--- src/hdl/motor_pwm_pkg.sv ---
package motor_pwm_pkg;

    // ------------------------------------------------------------
    // register offsets (byte addresses)
    // ------------------------------------------------------------
    localparam logic [7:0] pending_off = 8'h08;
    localparam logic [7:0] tacho_prescaler_off = 8'h0c;
    localparam logic [7:0] pwm_prescaler_off = 8'h10;
    localparam logic [7:0] repetition_count_off = 8'h14;
    localparam logic [7:0] phase_w_preload_off = 8'h18;
    localparam logic [7:0] phase_v_preload_off = 8'h1c;
    localparam logic [7:0] phase_u_preload_off = 8'h20;
    localparam logic [7:0] compare_zero_preload_off = 8'h24;
    localparam logic [7:0] control_off = 8'h40;

    // ------------------------------------------------------------
    // field widths and reset values
    // ------------------------------------------------------------
    localparam int tacho_div_w = 12;
    localparam int pwm_div_w = 8;
    localparam int repeat_w = 8;
    localparam int phase_w = 11;
    localparam int zero_w = 10;
    localparam logic [15:0] prescaler_rst = 16'h0001;
    localparam logic [15:0] preload_rst = 16'h0000;

    // ------------------------------------------------------------
    // bit positions
    // ------------------------------------------------------------
    localparam int pend_w_bit = 0;
    localparam int pend_v_bit = 1;
    localparam int pend_adt_bit = 4;
    localparam int ctl_v_en_bit = 0;
    localparam int ctl_w_en_bit = 1;
    localparam int ctl_align_bit = 2;
    localparam int ctl_adt_en_bit = 3;
    localparam int ctl_dir_bit = 4;
    localparam int ctl_pwm_run_bit = 5;
    localparam int ctl_tacho_run_bit = 6;
    localparam logic [15:0] control_mask = 16'h007f;
    localparam logic [15:0] pending_mask = 16'h0013;

    // ------------------------------------------------------------
    // carriers
    // ------------------------------------------------------------
    typedef struct packed {
        logic [7:0] addr;
        logic [15:0] wdata;
        logic wr;
        logic rd;
    } reg_req_type;

    typedef struct packed {
        logic [phase_w-1:0] u;
        logic [phase_w-1:0] v;
        logic [phase_w-1:0] w;
        logic [zero_w-1:0] zero;
    } compare_set_type;

endpackage

--- src/hdl/clock_divider.sv ---
`timescale 1ns/1ps

module clock_divider #(
    parameter int width = 8
) (
    // clock and reset
    input wire logic clk_sys,
    input wire logic rst,
    // control
    input wire logic run,
    input wire logic [width-1:0] divide_by,
    // output
    output logic tick
);

    logic [width-1:0] count_q;
    logic [width-1:0] count_d;
    wire last_cycle;

    // ------------------------------------------------------------
    // divider: one tick every divide_by cycles, zero acts as one
    // ------------------------------------------------------------
    assign last_cycle = (count_q + width'(1) >= divide_by);
    assign count_d = !run ? '0 : (last_cycle ? '0 : count_q + width'(1));
    assign tick = run & last_cycle;

    // count state
    always_ff @(posedge clk_sys) begin
        if (rst) begin
            count_q <= '0;
        end else begin
            count_q <= count_d;
        end
    end

endmodule

--- src/hdl/motor_pwm_compare_preload.sv ---
`timescale 1ns/1ps

module motor_pwm_compare_preload (
    // clock and reset
    input wire logic clk_sys,
    input wire logic rst,
    // register port
    input wire logic [7:0] reg_addr,
    input wire logic [15:0] reg_wdata,
    input wire logic reg_wr,
    input wire logic reg_rd,
    output logic [15:0] reg_rdata,
    // pwm counter state from the counter logic
    input wire logic [motor_pwm_pkg::phase_w-1:0] pwm_count,
    input wire logic pwm_counting_up,
    // prescaler ticks
    output logic pwm_count_tick,
    output logic tacho_count_tick,
    // mode bits for the rest of the unit
    output logic counter_align_select,
    output logic direction_select,
    // update and active compares
    output logic update_event,
    output motor_pwm_pkg::compare_set_type active_compare,
    // pending flags
    output logic phase_v_match_flag,
    output logic phase_w_match_flag,
    output logic auto_transfer_flag
);

    // ------------------------------------------------------------
    // register state
    // ------------------------------------------------------------
    motor_pwm_pkg::reg_req_type req;
    logic [15:0] tacho_prescaler_q;
    logic [15:0] pwm_prescaler_q;
    logic [15:0] repetition_count_q;
    logic [15:0] phase_w_preload_q;
    logic [15:0] phase_v_preload_q;
    logic [15:0] phase_u_preload_q;
    logic [15:0] compare_zero_preload_q;
    logic [15:0] control_q;
    logic [15:0] rdata_q;
    logic [15:0] rdata_d;
    logic v_flag_q;
    logic w_flag_q;
    logic adt_flag_q;
    logic v_flag_d;
    logic w_flag_d;
    logic adt_flag_d;
    logic [motor_pwm_pkg::repeat_w-1:0] repeat_left_q;
    logic [motor_pwm_pkg::repeat_w-1:0] repeat_left_d;
    logic [motor_pwm_pkg::phase_w-1:0] prev_count_q;
    logic count_seen_q;
    motor_pwm_pkg::compare_set_type active_q;
    motor_pwm_pkg::compare_set_type active_d;

    // write strobe for one register offset
    function automatic logic wr_hit(input motor_pwm_pkg::reg_req_type r,
                                    input logic [7:0] off);
        wr_hit = r.wr && (r.addr == off);
    endfunction

    // keep only the implemented bits of a written value
    function automatic logic [15:0] keep(input logic [15:0] v,
                                         input int bits);
        keep = v & ((16'h0001 << bits) - 16'h0001);
    endfunction

    assign req = '{addr: reg_addr, wdata: reg_wdata, wr: reg_wr, rd: reg_rd};

    // ------------------------------------------------------------
    // control bits
    // ------------------------------------------------------------
    // decoded control fields
    wire v_enable;
    wire w_enable;
    wire adt_enable;
    wire pwm_run;
    wire tacho_run;

    assign v_enable = control_q[motor_pwm_pkg::ctl_v_en_bit];
    assign w_enable = control_q[motor_pwm_pkg::ctl_w_en_bit];
    assign adt_enable = control_q[motor_pwm_pkg::ctl_adt_en_bit];
    assign pwm_run = control_q[motor_pwm_pkg::ctl_pwm_run_bit];
    assign tacho_run = control_q[motor_pwm_pkg::ctl_tacho_run_bit];
    assign counter_align_select = control_q[motor_pwm_pkg::ctl_align_bit];
    assign direction_select = control_q[motor_pwm_pkg::ctl_dir_bit];

    // ------------------------------------------------------------
    // prescalers
    // ------------------------------------------------------------
    clock_divider #(
        .width(motor_pwm_pkg::pwm_div_w)
    ) pwm_divider (
        .clk_sys(clk_sys),
        .rst(rst),
        .run(pwm_run),
        .divide_by(pwm_prescaler_q[motor_pwm_pkg::pwm_div_w-1:0]),
        .tick(pwm_count_tick)
    );

    clock_divider #(
        .width(motor_pwm_pkg::tacho_div_w)
    ) tacho_divider (
        .clk_sys(clk_sys),
        .rst(rst),
        .run(tacho_run),
        .divide_by(tacho_prescaler_q[motor_pwm_pkg::tacho_div_w-1:0]),
        .tick(tacho_count_tick)
    );

    // ------------------------------------------------------------
    // counter arrival detection
    // ------------------------------------------------------------
    wire count_moved;
    wire at_zero;
    wire dir_ok;
    wire v_hit;
    wire w_hit;

    // an arrival is a new counter value, so a parked counter fires once
    assign count_moved = !count_seen_q || (pwm_count != prev_count_q);
    assign at_zero = count_moved && (pwm_count == '0);
    // center-aligned flags only in the chosen direction
    assign dir_ok = !counter_align_select
                    || (pwm_counting_up == direction_select);
    assign v_hit = count_moved && v_enable && dir_ok
                   && (pwm_count == active_q.v);
    assign w_hit = count_moved && w_enable && dir_ok
                   && (pwm_count == active_q.w);

    // ------------------------------------------------------------
    // repetition and update event
    // ------------------------------------------------------------
    wire [motor_pwm_pkg::repeat_w-1:0] repeat_value;

    assign repeat_value = repetition_count_q[motor_pwm_pkg::repeat_w-1:0];
    // update on the zero arrival whose remaining count is exhausted
    assign update_event = at_zero && (repeat_left_q == '0);
    // zero arrivals still to skip before the next update
    assign repeat_left_d = !at_zero ? repeat_left_q
                         : (repeat_left_q == '0) ? repeat_value
                         : repeat_left_q - 8'h01;

    // preloads move to the active set only on the update event
    assign active_d = update_event ? motor_pwm_pkg::compare_set_type'{
        u: phase_u_preload_q[motor_pwm_pkg::phase_w-1:0],
        v: phase_v_preload_q[motor_pwm_pkg::phase_w-1:0],
        w: phase_w_preload_q[motor_pwm_pkg::phase_w-1:0],
        zero: compare_zero_preload_q[motor_pwm_pkg::zero_w-1:0]
    } : active_q;

    // ------------------------------------------------------------
    // pending flags: a set in the clearing cycle wins
    // ------------------------------------------------------------
    wire pend_wr;
    wire v_clr;
    wire w_clr;
    wire adt_clr;

    // writing zero to a flag bit clears it, writing one leaves it
    assign pend_wr = wr_hit(req, motor_pwm_pkg::pending_off);
    assign v_clr = pend_wr && !reg_wdata[motor_pwm_pkg::pend_v_bit];
    assign w_clr = pend_wr && !reg_wdata[motor_pwm_pkg::pend_w_bit];
    assign adt_clr = pend_wr && !reg_wdata[motor_pwm_pkg::pend_adt_bit];
    assign v_flag_d = v_hit || (v_flag_q && !v_clr);
    assign w_flag_d = w_hit || (w_flag_q && !w_clr);
    assign adt_flag_d = (update_event && adt_enable)
                        || (adt_flag_q && !adt_clr);

    // ------------------------------------------------------------
    // read mux
    // ------------------------------------------------------------
    wire [15:0] pending_word;

    assign pending_word = {11'h000, adt_flag_q, 2'h0, v_flag_q, w_flag_q};

    always_comb begin
        case (reg_addr)
            motor_pwm_pkg::pending_off: rdata_d = pending_word;
            motor_pwm_pkg::tacho_prescaler_off: rdata_d = tacho_prescaler_q;
            motor_pwm_pkg::pwm_prescaler_off: rdata_d = pwm_prescaler_q;
            motor_pwm_pkg::repetition_count_off: rdata_d = repetition_count_q;
            motor_pwm_pkg::phase_w_preload_off: rdata_d = phase_w_preload_q;
            motor_pwm_pkg::phase_v_preload_off: rdata_d = phase_v_preload_q;
            motor_pwm_pkg::phase_u_preload_off: rdata_d = phase_u_preload_q;
            motor_pwm_pkg::compare_zero_preload_off: begin
                rdata_d = compare_zero_preload_q;
            end
            motor_pwm_pkg::control_off: rdata_d = control_q;
            default: rdata_d = 16'h0000; // unmapped reads zero
        endcase
    end

    // ------------------------------------------------------------
    // software registers (reserved bits stored as zero)
    // ------------------------------------------------------------
    always_ff @(posedge clk_sys) begin
        if (rst) begin
            tacho_prescaler_q <= motor_pwm_pkg::prescaler_rst;
            pwm_prescaler_q <= motor_pwm_pkg::prescaler_rst;
            repetition_count_q <= motor_pwm_pkg::preload_rst;
            control_q <= 16'h0000;
        end else begin
            if (wr_hit(req, motor_pwm_pkg::tacho_prescaler_off)) begin
                tacho_prescaler_q <= keep(reg_wdata,
                                          motor_pwm_pkg::tacho_div_w);
            end
            if (wr_hit(req, motor_pwm_pkg::pwm_prescaler_off)) begin
                pwm_prescaler_q <= keep(reg_wdata, motor_pwm_pkg::pwm_div_w);
            end
            if (wr_hit(req, motor_pwm_pkg::repetition_count_off)) begin
                repetition_count_q <= keep(reg_wdata,
                                           motor_pwm_pkg::repeat_w);
            end
            if (wr_hit(req, motor_pwm_pkg::control_off)) begin
                control_q <= reg_wdata & motor_pwm_pkg::control_mask;
            end
        end
    end

    // preload registers, which never touch the active set directly
    always_ff @(posedge clk_sys) begin
        if (rst) begin
            phase_w_preload_q <= motor_pwm_pkg::preload_rst;
            phase_v_preload_q <= motor_pwm_pkg::preload_rst;
            phase_u_preload_q <= motor_pwm_pkg::preload_rst;
            compare_zero_preload_q <= motor_pwm_pkg::preload_rst;
        end else begin
            if (wr_hit(req, motor_pwm_pkg::phase_w_preload_off)) begin
                phase_w_preload_q <= keep(reg_wdata, motor_pwm_pkg::phase_w);
            end
            if (wr_hit(req, motor_pwm_pkg::phase_v_preload_off)) begin
                phase_v_preload_q <= keep(reg_wdata, motor_pwm_pkg::phase_w);
            end
            if (wr_hit(req, motor_pwm_pkg::phase_u_preload_off)) begin
                phase_u_preload_q <= keep(reg_wdata, motor_pwm_pkg::phase_w);
            end
            if (wr_hit(req, motor_pwm_pkg::compare_zero_preload_off)) begin
                compare_zero_preload_q <= keep(reg_wdata,
                                               motor_pwm_pkg::zero_w);
            end
        end
    end

    // ------------------------------------------------------------
    // block state
    // ------------------------------------------------------------
    // sticky pending flags
    always_ff @(posedge clk_sys) begin
        if (rst) begin
            v_flag_q <= 1'b0;
            w_flag_q <= 1'b0;
            adt_flag_q <= 1'b0;
        end else begin
            v_flag_q <= v_flag_d;
            w_flag_q <= w_flag_d;
            adt_flag_q <= adt_flag_d;
        end
    end

    // repetition count, arrival history, active compares, read data
    always_ff @(posedge clk_sys) begin
        if (rst) begin
            repeat_left_q <= '0;
            prev_count_q <= '0;
            count_seen_q <= 1'b0;
            active_q <= '0;
            rdata_q <= 16'h0000;
        end else begin
            repeat_left_q <= repeat_left_d;
            prev_count_q <= pwm_count;
            count_seen_q <= 1'b1;
            active_q <= active_d;
            rdata_q <= reg_rd ? rdata_d : 16'h0000;
        end
    end

    // ------------------------------------------------------------
    // outputs
    // ------------------------------------------------------------
    assign reg_rdata = rdata_q;
    assign active_compare = active_q;
    assign phase_v_match_flag = v_flag_q;
    assign phase_w_match_flag = w_flag_q;
    assign auto_transfer_flag = adt_flag_q;

endmodule

--- config.mk ---
export PLATFORM = sky130hd
export DESIGN_NAME = motor_pwm_compare_preload
export DESIGN_NICKNAME = d
export VERILOG_FILES = /design/src/hdl/motor_pwm_pkg.sv /design/src/hdl/clock_divider.sv /design/src/hdl/motor_pwm_compare_preload.sv
export SDC_FILE = /design/constraint.sdc
export NUM_CORES = 1
export LEC_CHECK = 0
export BUFFER_PORTS_ARGS = -buffer_cell sky130_fd_sc_hd__buf_2
export CORE_MARGIN = 5
export CORE_UTILIZATION = 58
export CTS_CLUSTER_DIAMETER = 150
export DETAILED_ROUTE_END_ITERATION = 8
export PLACE_DENSITY_LB_ADDON = 0.08
export SETUP_SLACK_MARGIN = 0.4
export SLEW_MARGIN = 15
export SYNTH_ARGS = -nofsm -noshare
export SYNTH_HDL_FRONTEND = slang
export SYNTH_HIERARCHICAL = 1
export SYNTH_SLANG_ARGS = --single-unit
--- constraint.sdc ---
create_clock -name clk_sys -period 2.9 [get_ports clk_sys]
set_input_delay 0.58 -clock clk_sys [delete_from_list [all_inputs] [get_ports clk_sys]]
set_output_delay 0.58 -clock clk_sys [all_outputs]
set_load 0.1 [all_outputs]
After elaboration in Yosys (flattened, before gate mapping)
Cells that the tools add are included.
{"block": "word_totals", "register_bits": 180, "out_inout_bits": 67}
{"block": "classes", "n_addsub": 3, "n_lt_le_gt_ge": 2, "eq_ne": 13, "mux": 3, "bitwise": 5, "reduce_logical": 42}
{"cell": "case mux 12 bit (9 select lines)", "count": 1}
{"cell": "== test 8 x 5 -> 1 bit, second input constant", "count": 4}
{"cell": "logical AND 1 bit", "count": 24}
{"cell": "== test 11 bit", "count": 2}
{"cell": "== test 8 x 4 -> 1 bit, second input constant", "count": 2}
{"cell": "== test 8 x 6 -> 1 bit, second input constant", "count": 2}
{"cell": "adder 12 x 1 -> 12 bit, second input constant", "count": 1}
{"cell": "greater-or-equal comparator 12 bit", "count": 1}
{"cell": "logical NOT 11 bit", "count": 1}
{"cell": "inequality test 11 bit", "count": 1}
{"cell": "adder 8 x 1 -> 8 bit, second input constant", "count": 1}
{"cell": "== test 8 x 7 -> 1 bit, second input constant", "count": 1}
{"cell": "greater-or-equal comparator 8 bit", "count": 1}
{"cell": "logical NOT 1 bit", "count": 8}
{"cell": "logical NOT 8 bit", "count": 1}
{"cell": "2-to-1 mux 8 bit", "count": 1}
{"cell": "subtractor 8 x 1 -> 8 bit, second input constant", "count": 1}
{"cell": "OR reduction 3 bit", "count": 2}
{"cell": "logical OR 1 bit", "count": 5}
{"cell": "NOT 1 bit", "count": 3}
{"cell": "AND 1 bit", "count": 2}
{"cell": "OR reduction 2 bit", "count": 1}
{"cell": "== test 1 bit", "count": 1}
{"cell": "2-to-1 mux 1 bit", "count": 1}

Depth between registers and ports, before layout
Gate-level depths: netlist (run 1).
{"block": "depth", "word_depth": 6, "ltp_mapped": 10, "depth_no_buf": 9}

By module
The synthesis (run 1) kept the hierarchy.
{"mod": "motor_pwm_compare_preload", "instances": 1, "cells_per_inst": 702, "area_each_um2": 6889.1, "seq_area_each_um2": 3123.0}
{"mod": "clock_divider (tacho_divider)", "instances": 1, "cells_per_inst": 100, "area_each_um2": 892.1, "seq_area_each_um2": 240.2}
{"mod": "clock_divider (pwm_divider)", "instances": 1, "cells_per_inst": 62, "area_each_um2": 563.0, "seq_area_each_um2": 160.2}

Worst setup path before layout (run 1)
OpenSTA, ideal clock, no wires.
{"block": "synth_timing", "path_type": "reg2out", "from": "register tacho_divider.count_q[0]", "to": "output port tacho_count_tick", "t_arrival_ns": 3.270, "required_ns": 2.320, "setup_slack_ns": -0.950, "path_stages_with_launch": 10, "cell_sequence": "dfxtp_1 -> ha_1 -> nand2_1 -> nor3_1 -> xnor2_1 -> ha_1 -> and4_4 -> nor4b_2 -> nand2_1 -> a21oi_1"}
{"block": "synth_via", "elab_chain_len": 3}
{"element": "start, declared", "line_no": "clock_divider.sv:16", "source": "logic [width-1:0] count_q;"}
{"element": "start signal, assigned", "line_no": "clock_divider.sv:32", "source": "count_q <= count_d;"}
{"element": "adder 12 x 1 -> 12 bit", "line_no": "clock_divider.sv:23", "source": "assign last_cycle = (count_q + width'(1) >= divide_by);"}
{"element": "greater-or-equal comparator 12 bit", "line_no": "clock_divider.sv:23"}
{"element": "AND 1 bit", "line_no": "clock_divider.sv:25", "source": "assign tick = run & last_cycle;"}
{"element": "end, declared", "line_no": "motor_pwm_compare_preload.sv:18", "source": "output logic tacho_count_tick,"}
No other way between the ends.

Final worst setup path (run 1)
Same ends and word-level chain as after synthesis.

==> results.yml, run 1 <==
yosys:
  netlist-cell-type-count: 77
  synth_top_area_cell: "dfxtp_1"
  synth_edf_count: 0
  synth_top_cells_by_area: "dfxtp_1 42%, mux2i_1 15%, nor2_1 6.3%"
  syn_inst: 864
  synth-seq-cells: 176
  synth_top_area_share_pct: 42.23
  synth-warning-count: 6
  syn_area_sq_um: 8344
  yosysMostFrequentCell: "dfxtp_1"
  synth.avg_cell_area_sq_um: 9.658
  synthTopCellsByCount: "176 x dfxtp_1, 140 x nor2_1, 127 x mux2i_1"
  async_reset_ff_share_pct: 0
  ys_seq_area_share_pct: 42.23
  ys_dominant_reg_cell: "dfxtp_1"
worst_setup_path:
  crit_chain: "ha_4, nand2_1, nor3_2, xnor2_1, ha_1, buf_4, a21oi_1, a21boi_1, a211oi_2, a21oi_4, buf_12"
  critPathTopFamily: "compound AO/OA/AOI/OAI gates"
  slowest_stage: "dfxtp_4"
  critPathMaxFanout: 4
  path_buf_inv: 2
  cpPeakStageDelay_ns: 0.38
  worstSetupPathType: "reg -> out"
  cp.arrival_ns: 2.66
  crit_path_end_kind: "output pin"
  crit_path_start_kind: "flip-flop"
  cp_data_required_time_ns: 2.32
floorplan:
  start_util_pct: 59.65
  die_y_um: 129.9
  die-area_sq_um: 16890
  coreArea_sq_um: 13990
  die_w_um: 129.9
  num_rows: 43
  io_pins: 107
flow_run:
  drv_cap: 0
status:
  status: "complete, but fails checks"
  violations: "setup timing"
grt:
  grt.total_usage_pct: 27.46
  grt-ovfl-total: 0
  grt_first_pass_wirelength_mm: 36.08
  first_global_vias: 6850
  grt_max_degree: 79
  antenna_found_initial: 1
placement:
  place_inst: 1110
  dpl_cell_area_sq_um: 9123
  post-dp-hpwl_mm: 16.25
  place_congestion: 0.9429
  io_buffers: 98
sta:
  slew_headroom_pct: 65.04
  fmax_mhz: 308.7
  finalCriticalPeriod_ns: 3.239
  finalCritPeriodShare_pct: 111.7
  tightestPinTransition_ns: 0.5244
  finalSetupViolCount: 1
  finClkSkew_ns: 0.007892
  fin_hold_ws_ns: 0.3955
  rsz0062_at_grt: "true"
  drv_slew: 0
  final_hold_viol_count: 0
  fin_ws_ns: -0.3394
pwr:
  switchingPower_w: 0.001118
  power_frac_seq_pct: 47.3
  switching_share_pct: 21.82
  ir_drop_uv: 402.2
  power_leakage_nw: 4.460
  clock_power_share_pct: 47.6
  pwr-share-comb_pct: 5.1
  p_int_w: 0.004007
  pwr_density_cell_nw_per_um2: 508.7
finish:
  drive_above_1_share_pct: 26.71
  syn_to_final_growth_pct: 20.74
  num_antenna_cells: 0
  finalCoreUtilization_pct: 72.02
  nets: 1032
  fin_cells: 1161
  finalInstanceArea_sq_um: 10070
route:
  highest_layer: "met5"
  wl_per_cell_um: 19.60
  drtIter0Drc: 616
  vias: 6837
  drt_wl_total_mm: 22.76
  wl_met3_mm: 1.322
  wl_met1_mm: 9.806
  wl_met2_mm: 11.13
  drt-vias-per-instance: 5.889
  firstDrtPassIters: 5
  final_antenna_net_count: 0
  drc: 0
cts:
  clk_latency_ns: 0.43
  htreeDepth: 4
  root_buffer: "clkbuf_16"
  clock-sinks: 176
  cts_tree: "done"
  cts_buffer_depth: 2
  tritoncts.num_buffers: 17
  path_clk_slew_ns: 0.06
min_path:
  holdCritPathClass: "in -> reg"
[final timing paths]
check	start	end	slack, ns	depth (start not counted)
max	tacho_divider/count_q[0]$_SDFF_PP0_	tacho_count_tick	-0.34	11
min	reg_wdata[11]	tacho_prescaler_q[11]$_SDFFE_PP0P_	0.40	3
max reg2reg	tacho_divider/count_q[0]$_SDFF_PP0_	tacho_divider/count_q[7]$_SDFF_PP0_	0.48	10
min reg2reg	repetition_count_q[7]$_SDFFE_PP0P_	repetition_count_q[7]$_SDFFE_PP0P_	0.48	2
[kinds of logic after synthesis]
| group | count (synthesis) | synth area share [%] |
|---|---|---|
| AOI/OAI and AO/OA | 98 | 8.458 |
| xor gates and xnor gates | 50 | 5.248 |
| adders and majority gates | 24 | 3.599 |
| buffers and inverters | 85 | 5.143 |
| DFF | 176 | 42.23 |
| muxes | 132 | 16.31 |
| other | 1 | 0.04494 |
| and+or+nand+nor | 298 | 18.97 |
[metal layers]
layer  global-route usage [%]  vias to the layer above
met3                    5.976                       40
met2                    45.89                      231
met4                    9.535                        2
met1                    35.30                     3334
li1                         -                     3230
met5                        0                        -
[placed cells by master, fill, tap and decap left out, types with 7 or more instances in the layout]
master / count
a22oi_1: 7
buf_4: 36
nand4_1: 14
xor2_1: 7
nand2_1: 37
nor3_1: 8
mux2i_1: 127
o2bb2ai_1: 8
dfxtp_4: 10
ha_1: 20
nor3b_1: 9
nor2_1: 136
nand3_1: 18
clkbuf_16: 17
inv_1: 26
buf_2: 94
a221oi_1: 7
xnor2_1: 34
nor2b_1: 12
o21ai_0: 10
dfxtp_1: 159
a21oi_1: 20
dfxtp_2: 7
[sequential cells by signal (all words and copies together) (netlist names), 7 cells and up]
name,count
active_compare,43
compare_zero_preload_q,10
control_q,7
phase_u_preload_q,11
phase_v_preload_q,11
phase_w_preload_q,11
prev_count_q,11
pwm_divider/count_q,8
pwm_prescaler_q,8
reg_rdata,12
repeat_left_q,8
repetition_count_q,8
tacho_divider/count_q,12
tacho_prescaler_q,12
[repair_timing]
item                                    in CTS  in global routing
cloned                                       0                  1
pin swaps                                   21                  6
hold buffers                                 0                  0
endpoints found under the setup margin       4                 15
gates resized for setup                     39                  9
setup buffers                               17                  1
[worst min-delay path: stages]
cell and delay, ns:
buf_2 0.08, mux2i_1 0.05, nor2_1 0.07
[power by group through the flow]
| stage | Combinational (W) | Clock, W | Sequential (W) |
|---|---|---|---|
| after floorplan | 0.000164 | 0 | 0.00248 |
| after global placement | 0.000247 | 0 | 0.00249 |
| after detailed placement | 0.000252 | 0 | 0.00249 |
| after CTS | 0.000256 | 0.00246 | 0.00242 |
| after global routing | 0.000277 | 0.00259 | 0.00242 |
| final | 0.000261 | 0.00244 | 0.00242 |
[metrics by stage]
stage	setup WS [ns]	power, W	TNS (ns)
after floorplan	0.1051	0.002648	0
after global placement	0.1724	0.002732	0
after detailed placement	0.1390	0.002738	0
after CTS	-0.3061	0.005146	-0.3061
after global routing	-0.4390	0.005285	-0.4551
final	-0.3394	0.005125	-0.3394
[layout make-up]
class / instances / area (sq um)
fill: 1054 / 3914
timing repair buffer: 135 / 840.8
inverter: 31 / 125.1
multi-input combinational: 607 / 4682
sequential: 176 / 3570
clock buffer: 22 / 474.2
clock inverter: 10 / 157.7
tap: 180 / 225.2
Note: power is estimated with default switching activity, not from simulation.
==> run 2, diff against run 1 <==
--- a/config.mk
+++ b/config.mk
@@ -5,7 +5,7 @@
 export SDC_FILE = /design/constraint.sdc
 export NUM_CORES = 1
 export LEC_CHECK = 0
-export BUFFER_PORTS_ARGS = -buffer_cell sky130_fd_sc_hd__buf_2
+export BUFFER_PORTS_ARGS = -buffer_cell sky130_fd_sc_hd__buf_4
 export CORE_MARGIN = 5
 export CORE_UTILIZATION = 58
 export CTS_CLUSTER_DIAMETER = 150
==> run 2 against run 1 <==
Against the previous run: the flow still finishes with violations (setup timing); cell count shrank 0.17%; worst hold slack gained 0.0049 ns; clock power shrank 8%; power shrank 3.5%; first-iteration DRC count shrank 9.1%; largest power group is now registers.
==> results.yml, run 2 (synthesis results as in run 1) <==
worst_setup_path:
  cp_data_required_time_ns: 2.32
  crit_path_end_kind: "output pin"
  cp.arrival_ns: 2.57
  critPathMaxFanout: 4
  worstSetupPathType: "reg -> out"
  crit_path_start_kind: "flip-flop"
placement:
  post-dp-hpwl_mm: 16.14
  pre_cts_ws_ns: 0.1149
  io_buffers: 98
  place_congestion: 0.9181
  dpl_cell_area_sq_um: 9300
cts:
  htreeDepth: 4
  path_clk_slew_ns: 0.06
  root_buffer: "clkbuf_16"
  clock-sinks: 176
  cts_buffer_depth: 2
  hold_buffers: 0
  cts_tree: "done"
  tritoncts.num_buffers: 17
  clk_latency_ns: 0.44
grt:
  antenna_found_initial: 0
  grt_first_pass_wirelength_mm: 35.37
  grt_max_degree: 93
  first_global_vias: 6605
  grt.total_usage_pct: 27.14
  grt-ovfl-total: 0
route:
  wl_met1_mm: 9.501
  wl_met2_mm: 10.96
  vias: 6763
  drt-vias-per-instance: 5.835
  drt_wl_total_mm: 22.40
  drc: 0
  wl_per_cell_um: 19.33
  drtIter0Drc: 560
  wl_met3_mm: 1.557
  highest_layer: "met4"
  final_antenna_net_count: 0
  firstDrtPassIters: 8
sta:
  fmax_mhz: 317.8
  finalCritPeriodShare_pct: 108.5
  drv_slew: 0
  final_hold_viol_count: 0
  finalSetupViolCount: 1
  fin_ws_ns: -0.2465
  setup_tns_ns: -0.2465
  finClkSkew_ns: 0.007234
  rsz0062_at_grt: "true"
  finalCriticalPeriod_ns: 3.146
finish:
  drive_above_1_share_pct: 26.05
  nets: 1030
  final_common_cell: "dfxtp_1"
  finalInstanceArea_sq_um: 10210
  syn_to_final_growth_pct: 22.39
  final_cell_mix: "159 x dfxtp_1, 137 x nor2_1, 128 x buf_4"
  fillCellCount: 1048
  num_antenna_cells: 0
  seqCellArea_sq_um: 3565
  largest_register_ffs: 43
  multiInputGateArea_sq_um: 4653
pwr:
  clock_power_share_pct: 45.5
  power_frac_seq_pct: 49.1
  switching_share_pct: 22.91
  ir_drop_uv: 481.1
  pwr_density_cell_nw_per_um2: 484.2
  power_leakage_nw: 4.409
  switchingPower_w: 0.001133
  pwr-share-comb_pct: 5.5
  p_int_w: 0.003812
floorplan:
  num_rows: 43
  die_w_um: 129.9
  start_util_pct: 59.65
  io_pins: 107
  coreArea_sq_um: 13990
  die-area_sq_um: 16890
  die_y_um: 129.9
flow_run:
  drv_cap: 0
min_path:
  holdCritPathClass: "in -> reg"
status:
  status: "complete, but fails checks"
  violations: "setup timing"
run 2: changes by cell type in the layout (fill, tap and decap cells not counted), sizes merged:
cell      delta
bufinv       -3
clkbuf       +3
buf          -1
clkinvlp     +3
a211o        -1
inv          +1
clkinv       -4
run 2: through the flow:
step                      power (W)  std cells  hold slack (ns)  util (%)
after detailed placement   0.002751       1109           0.4736     66.48
after global placement     0.002746       1109           0.4687     66.48
final                      0.004944       1159           0.4003     73.01
after floorplan            0.002648        867           0.4345         -
after CTS                  0.004962       1155           0.3965     72.51
after global routing       0.005096       1159           0.4150     73.01
run 2: path summary, 6_finish.rpt:
path | slack [ns] | end | depth (start not counted) | start
max reg2reg | 0.51 | tacho_divider/count_q[3]$_SDFF_PP0_ | 9 | tacho_divider/count_q[1]$_SDFF_PP0_
min reg2reg | 0.48 | repetition_count_q[1]$_SDFFE_PP0P_ | 2 | repetition_count_q[1]$_SDFFE_PP0P_
min | 0.40 | tacho_prescaler_q[11]$_SDFFE_PP0P_ | 3 | reg_wdata[11]
max | -0.25 | tacho_count_tick | 9 | tacho_divider/count_q[0]$_SDFF_PP0_
run 2: routing by layer:
layer  track usage, %  up-vias
met5                0        -
met4            7.396        0
met3            6.467       32
met2            44.77      241
met1            35.85     3258
li1                 -     3232
run 2: final cells by class:
class	count	area share, %
Timing Repair Buffer	134	10.41
Multi-Input combinational cell	606	45.56
Clock inverter	7	0.7351
Clock buffer	25	4.950
Inverter	31	1.225
Tap cell	180	2.205
Sequential cell	176	34.91
run 2: power groups by stage:
| stage | Combinational, W | Sequential (W) | Clock [W] |
|---|---|---|---|
| finish | 0.000270 | 0.00243 | 0.00225 |
| global route | 0.000287 | 0.00242 | 0.00238 |
| floorplan | 0.000164 | 0.00248 | 0 |
| CTS | 0.000267 | 0.00243 | 0.00227 |
| global placement | 0.000261 | 0.00249 | 0 |
| detailed placement | 0.000265 | 0.00249 | 0 |
run 2: worst max-delay path: stages (launching register included):
cell and delay (ns):
dfxtp_4 0.38, nand3_4 0.11, nor4_4 0.28, xor2_1 0.12, ha_1 0.30, and4_4 0.23, nor4b_4 0.23, nand2_2 0.11
a21oi_4 0.17, buf_12 0.19
run 2: repair_timing:
| action | CTS | global route |
|---|---|---|
| setup buffers | 14 | 4 |
| setup endpoints to repair | 3 | 18 |
| gates cloned | 0 | 0 |
| pin swaps | 20 | 13 |
| resized for setup | 44 | 11 |
==> run 3, diff against run 2 <==
--- a/config.mk
+++ b/config.mk
@@ -5,9 +5,10 @@
 export SDC_FILE = /design/constraint.sdc
 export NUM_CORES = 1
 export LEC_CHECK = 0
+export ABC_AREA = 1
 export BUFFER_PORTS_ARGS = -buffer_cell sky130_fd_sc_hd__buf_4
 export CORE_MARGIN = 5
-export CORE_UTILIZATION = 58
+export CORE_UTILIZATION = 59
 export CTS_CLUSTER_DIAMETER = 150
 export DETAILED_ROUTE_END_ITERATION = 8
 export PLACE_DENSITY_LB_ADDON = 0.08
==> run 3 against run 2 <==
Against the previous run: the run still ends with setup timing left; die area increased by 4.1%; cell area increased by 4.2%; wire length increased by 11%; global-route usage increased by 0.34 points; fmax decreased by 2.0%; largest cell class unchanged; clock skew about the same; power increased by 3.4%; area after synthesis increased by 6.3%; clock power increased by 8%; synthesized cell count increased by 54%.
==> results.yml, run 3 <==
yosys:
  netlist-cell-type-count: 36
  synth-seq-cells: 176
  synth_top_area_cell: "dfxtp_1"
  syn_inst: 1333
  synth-warning-count: 6
  ys_dominant_reg_cell: "dfxtp_1"
  yosysMostFrequentCell: "nand2_1"
  ys_seq_area_share_pct: 39.73
  synthTopCellsByCount: "268 x nand2_1, 259 x inv_1, 187 x nor2_1"
  synth_top_cells_by_area: "dfxtp_1 40%, nand2_1 11%, inv_1 11%"
  syn_area_sq_um: 8867
  synth_edf_count: 0
  async_reset_ff_share_pct: 0
  synth.avg_cell_area_sq_um: 6.652
  synth_top_area_share_pct: 39.73
finish:
  num_antenna_cells: 0
  syn_to_final_growth_pct: 19.99
  final_cell_mix: "261 x nand2_1, 257 x inv_1, 181 x nor2_1"
  nets: 1493
  finalInstanceArea_sq_um: 10640
  fin_cells: 1625
  final_common_cell: "nand2_1"
  largest_register_ffs: 43
  drive_above_1_share_pct: 15.48
  finalCoreUtilization_pct: 72.66
min_path:
  holdCritPathClass: "in -> reg"
worst_setup_path:
  cp.depth: 15
  worstSetupPathType: "reg -> out"
  crit_path_start_kind: "flip-flop"
  critPathMostFrequentCell: "nand2_2"
  critPathTopFamily: "simple AND/OR/NAND/NOR gates"
  crit_path_end_kind: "output pin"
  cpPeakStageDelay_ns: 0.36
  crit_chain: "ha_4, nand2_4, nor2_4, nand2_2, nor2_4, xor2_2, inv_1, ha_1, nand2_1, nor2_2, nand2_2, nor2_2, nand2_2, a21oi_4, buf_12"
  r2r-start: "tacho_divider/count_q[0]$_SDFF_PP0_"
  r2r_slack_ns: 0.47
  slowest_stage: "dfxtp_4"
  r2r_end: "tacho_divider/count_q[5]$_SDFF_PP0_"
  cp-startpoint: "tacho_divider/count_q[0]$_SDFF_PP0_"
  cp.arrival_ns: 2.63
  r2r_cells: 15
  endpoint: "tacho_count_tick"
  cp_data_required_time_ns: 2.32
  critPathMaxFanout: 3
  path_buf_inv: 2
pwr:
  ir_drop_uv: 455.5
  total_power_w: 0.005110
  power_leakage_nw: 4.805
  pwr_density_cell_nw_per_um2: 480.2
floorplan:
  start_util_pct: 60.55
  coreArea_sq_um: 14640
  io_pins: 107
  num_rows: 44
  die-area_sq_um: 17580
  die_w_um: 132.6
  die_y_um: 132.6
sta:
  rsz0062_at_grt: "true"
  tightestPinTransition_ns: 0.5967
  finalSetupViolCount: 2
  fin_ws_ns: -0.3096
  finalCritPeriodShare_pct: 110.7
  slew_headroom_pct: 60.12
  finalCriticalPeriod_ns: 3.210
  final_hold_viol_count: 0
  drv_slew: 0
  fin_hold_ws_ns: 0.3902
  finClkSkew_ns: 0.007636
  fmax_mhz: 311.6
route:
  final_antenna_net_count: 0
  drt-vias-per-instance: 5.271
  drt_wl_total_mm: 24.81
  wl_per_cell_um: 15.26
  drtIter0Drc: 781
  drc: 0
  vias: 8565
  firstDrtPassIters: 5
grt:
  grt.total_usage_pct: 27.48
  grt_max_degree: 129
  grt-ovfl-total: 0
  grt_first_pass_wirelength_mm: 39.26
  first_global_vias: 7757
  antenna_found_initial: 0
cts:
  htreeDepth: 4
  tritoncts.num_buffers: 17
  clock-sinks: 176
  hold_buffers: 0
  cts_tree: "done"
  cts_buffer_depth: 2
  clk_latency_ns: 0.43
  path_clk_slew_ns: 0.06
  root_buffer: "clkbuf_16"
placement:
  post-dp-hpwl_mm: 17.32
  io_buffers: 98
  dpl_cell_area_sq_um: 9733
  place_inst: 1575
  place_congestion: 0.9413
flow_run:
  drv_cap: 0
status:
  status: "complete, but fails checks"
  violations: "setup timing"
==> run 3: what timing repair did <==
action                                  in CTS  in global routing
buffers inserted                            12                  7
pin swaps                                   12                 15
gates resized for setup                     20                 20
endpoints found under the setup margin       3                 15
==> run 3: per-layer routing <==
layer | share of wire [%] | wire length [um] | GRT usage [%] | vias to the layer above
li1 | - | - | - | 4327
met1 | 44 | 10910 | 37.13 | 3829
met2 | 45 | 11240 | 43.85 | 345
met3 | 7.4 | 1843 | 4.784 | 64
met4 | 3.3 | 811 | 10.97 | 0
met5 | 0 | 0 | 0 | -
==> run 3: area by class of cell <==
type / count / area (sq um)
multi-input cells: 840 / 4248
fillers: 1253 / 4004
flip-flops and latches: 176 / 3542
inverters: 267 / 1006
repair buffers: 127 / 1003
clock buffers: 21 / 450.4
well taps: 184 / 230.2
clock inverters: 10 / 160.2
==> run 3: how the worst min path moves through the flow <==
stage | from | endpoint | slack [ns] | depth (start not counted)
4_1_cts | reg_wdata[11] | tacho_prescaler_q[11]$_SDFFE_PP0P_ | 0.38 | 3
6_report | reg_wdata[11] | tacho_prescaler_q[11]$_SDFFE_PP0P_ | 0.39 | 3
3_5_place_dp | pwm_divider/count_q[0]$_SDFF_PP0_ | pwm_divider/count_q[0]$_SDFF_PP0_ | 0.46 | 1
5_1_grt | reg_wdata[11] | tacho_prescaler_q[11]$_SDFFE_PP0P_ | 0.40 | 3
3_3_place_gp | tacho_prescaler_q[3]$_SDFFE_PP0P_ | tacho_prescaler_q[3]$_SDFFE_PP0P_ | 0.45 | 2
2_1_floorplan | pwm_divider/count_q[0]$_SDFF_PP0_ | pwm_divider/count_q[0]$_SDFF_PP0_ | 0.43 | 1
==> run 3: where the power goes <==
group / leakage, nW / switching, W / internal (W)
Combinational: 3.08 / 0.000179 / 0.0000808
Sequential: 1.43 / 0.00000555 / 0.00242
Clock: 0.297 / 0.000958 / 0.00146
Total: 4.81 / 0.00114 / 0.00397
==> run 3: worst register-to-register path, stage by stage, from the launching register on <==
cell     delay, ns
dfxtp_4       0.36
buf_4         0.13
nand3_2       0.13
nor2_4        0.14
nand2_2       0.09
o21ai_2       0.11
nand2_1       0.10
inv_1         0.08
ha_1          0.25
nand2_1       0.10
nor2_2        0.05
nand2_2       0.08
nor2_2        0.04
nor2_2        0.19
nand3_2       0.29
nor2_1        0.21
==> run 3: cells by family (layout without fill, tap and decap cells) <==
group | Yosys count | in the layout | synth area share, %
simple gates | 583 | 583 | 28.45
buf+inv | 320 | 425 | 14.21
compound gates | 211 | 211 | 12.32
flops | 176 | 176 | 39.73
fa+ha+maj | 24 | 24 | 3.387
xor+xnor | 18 | 18 | 1.863
other cells | 1 | 4 | 0.04229
==> run 3: per-stage QoR <==
step / setup slack [ns] / setup TNS (ns)
final: -0.3096 / -0.4607
after floorplan: 0.04620 / 0
after CTS: -0.3223 / -0.3934
after global routing: -0.4480 / -0.6974
after global placement: 0.06966 / 0
after detailed placement: -0.002651 / -0.002651
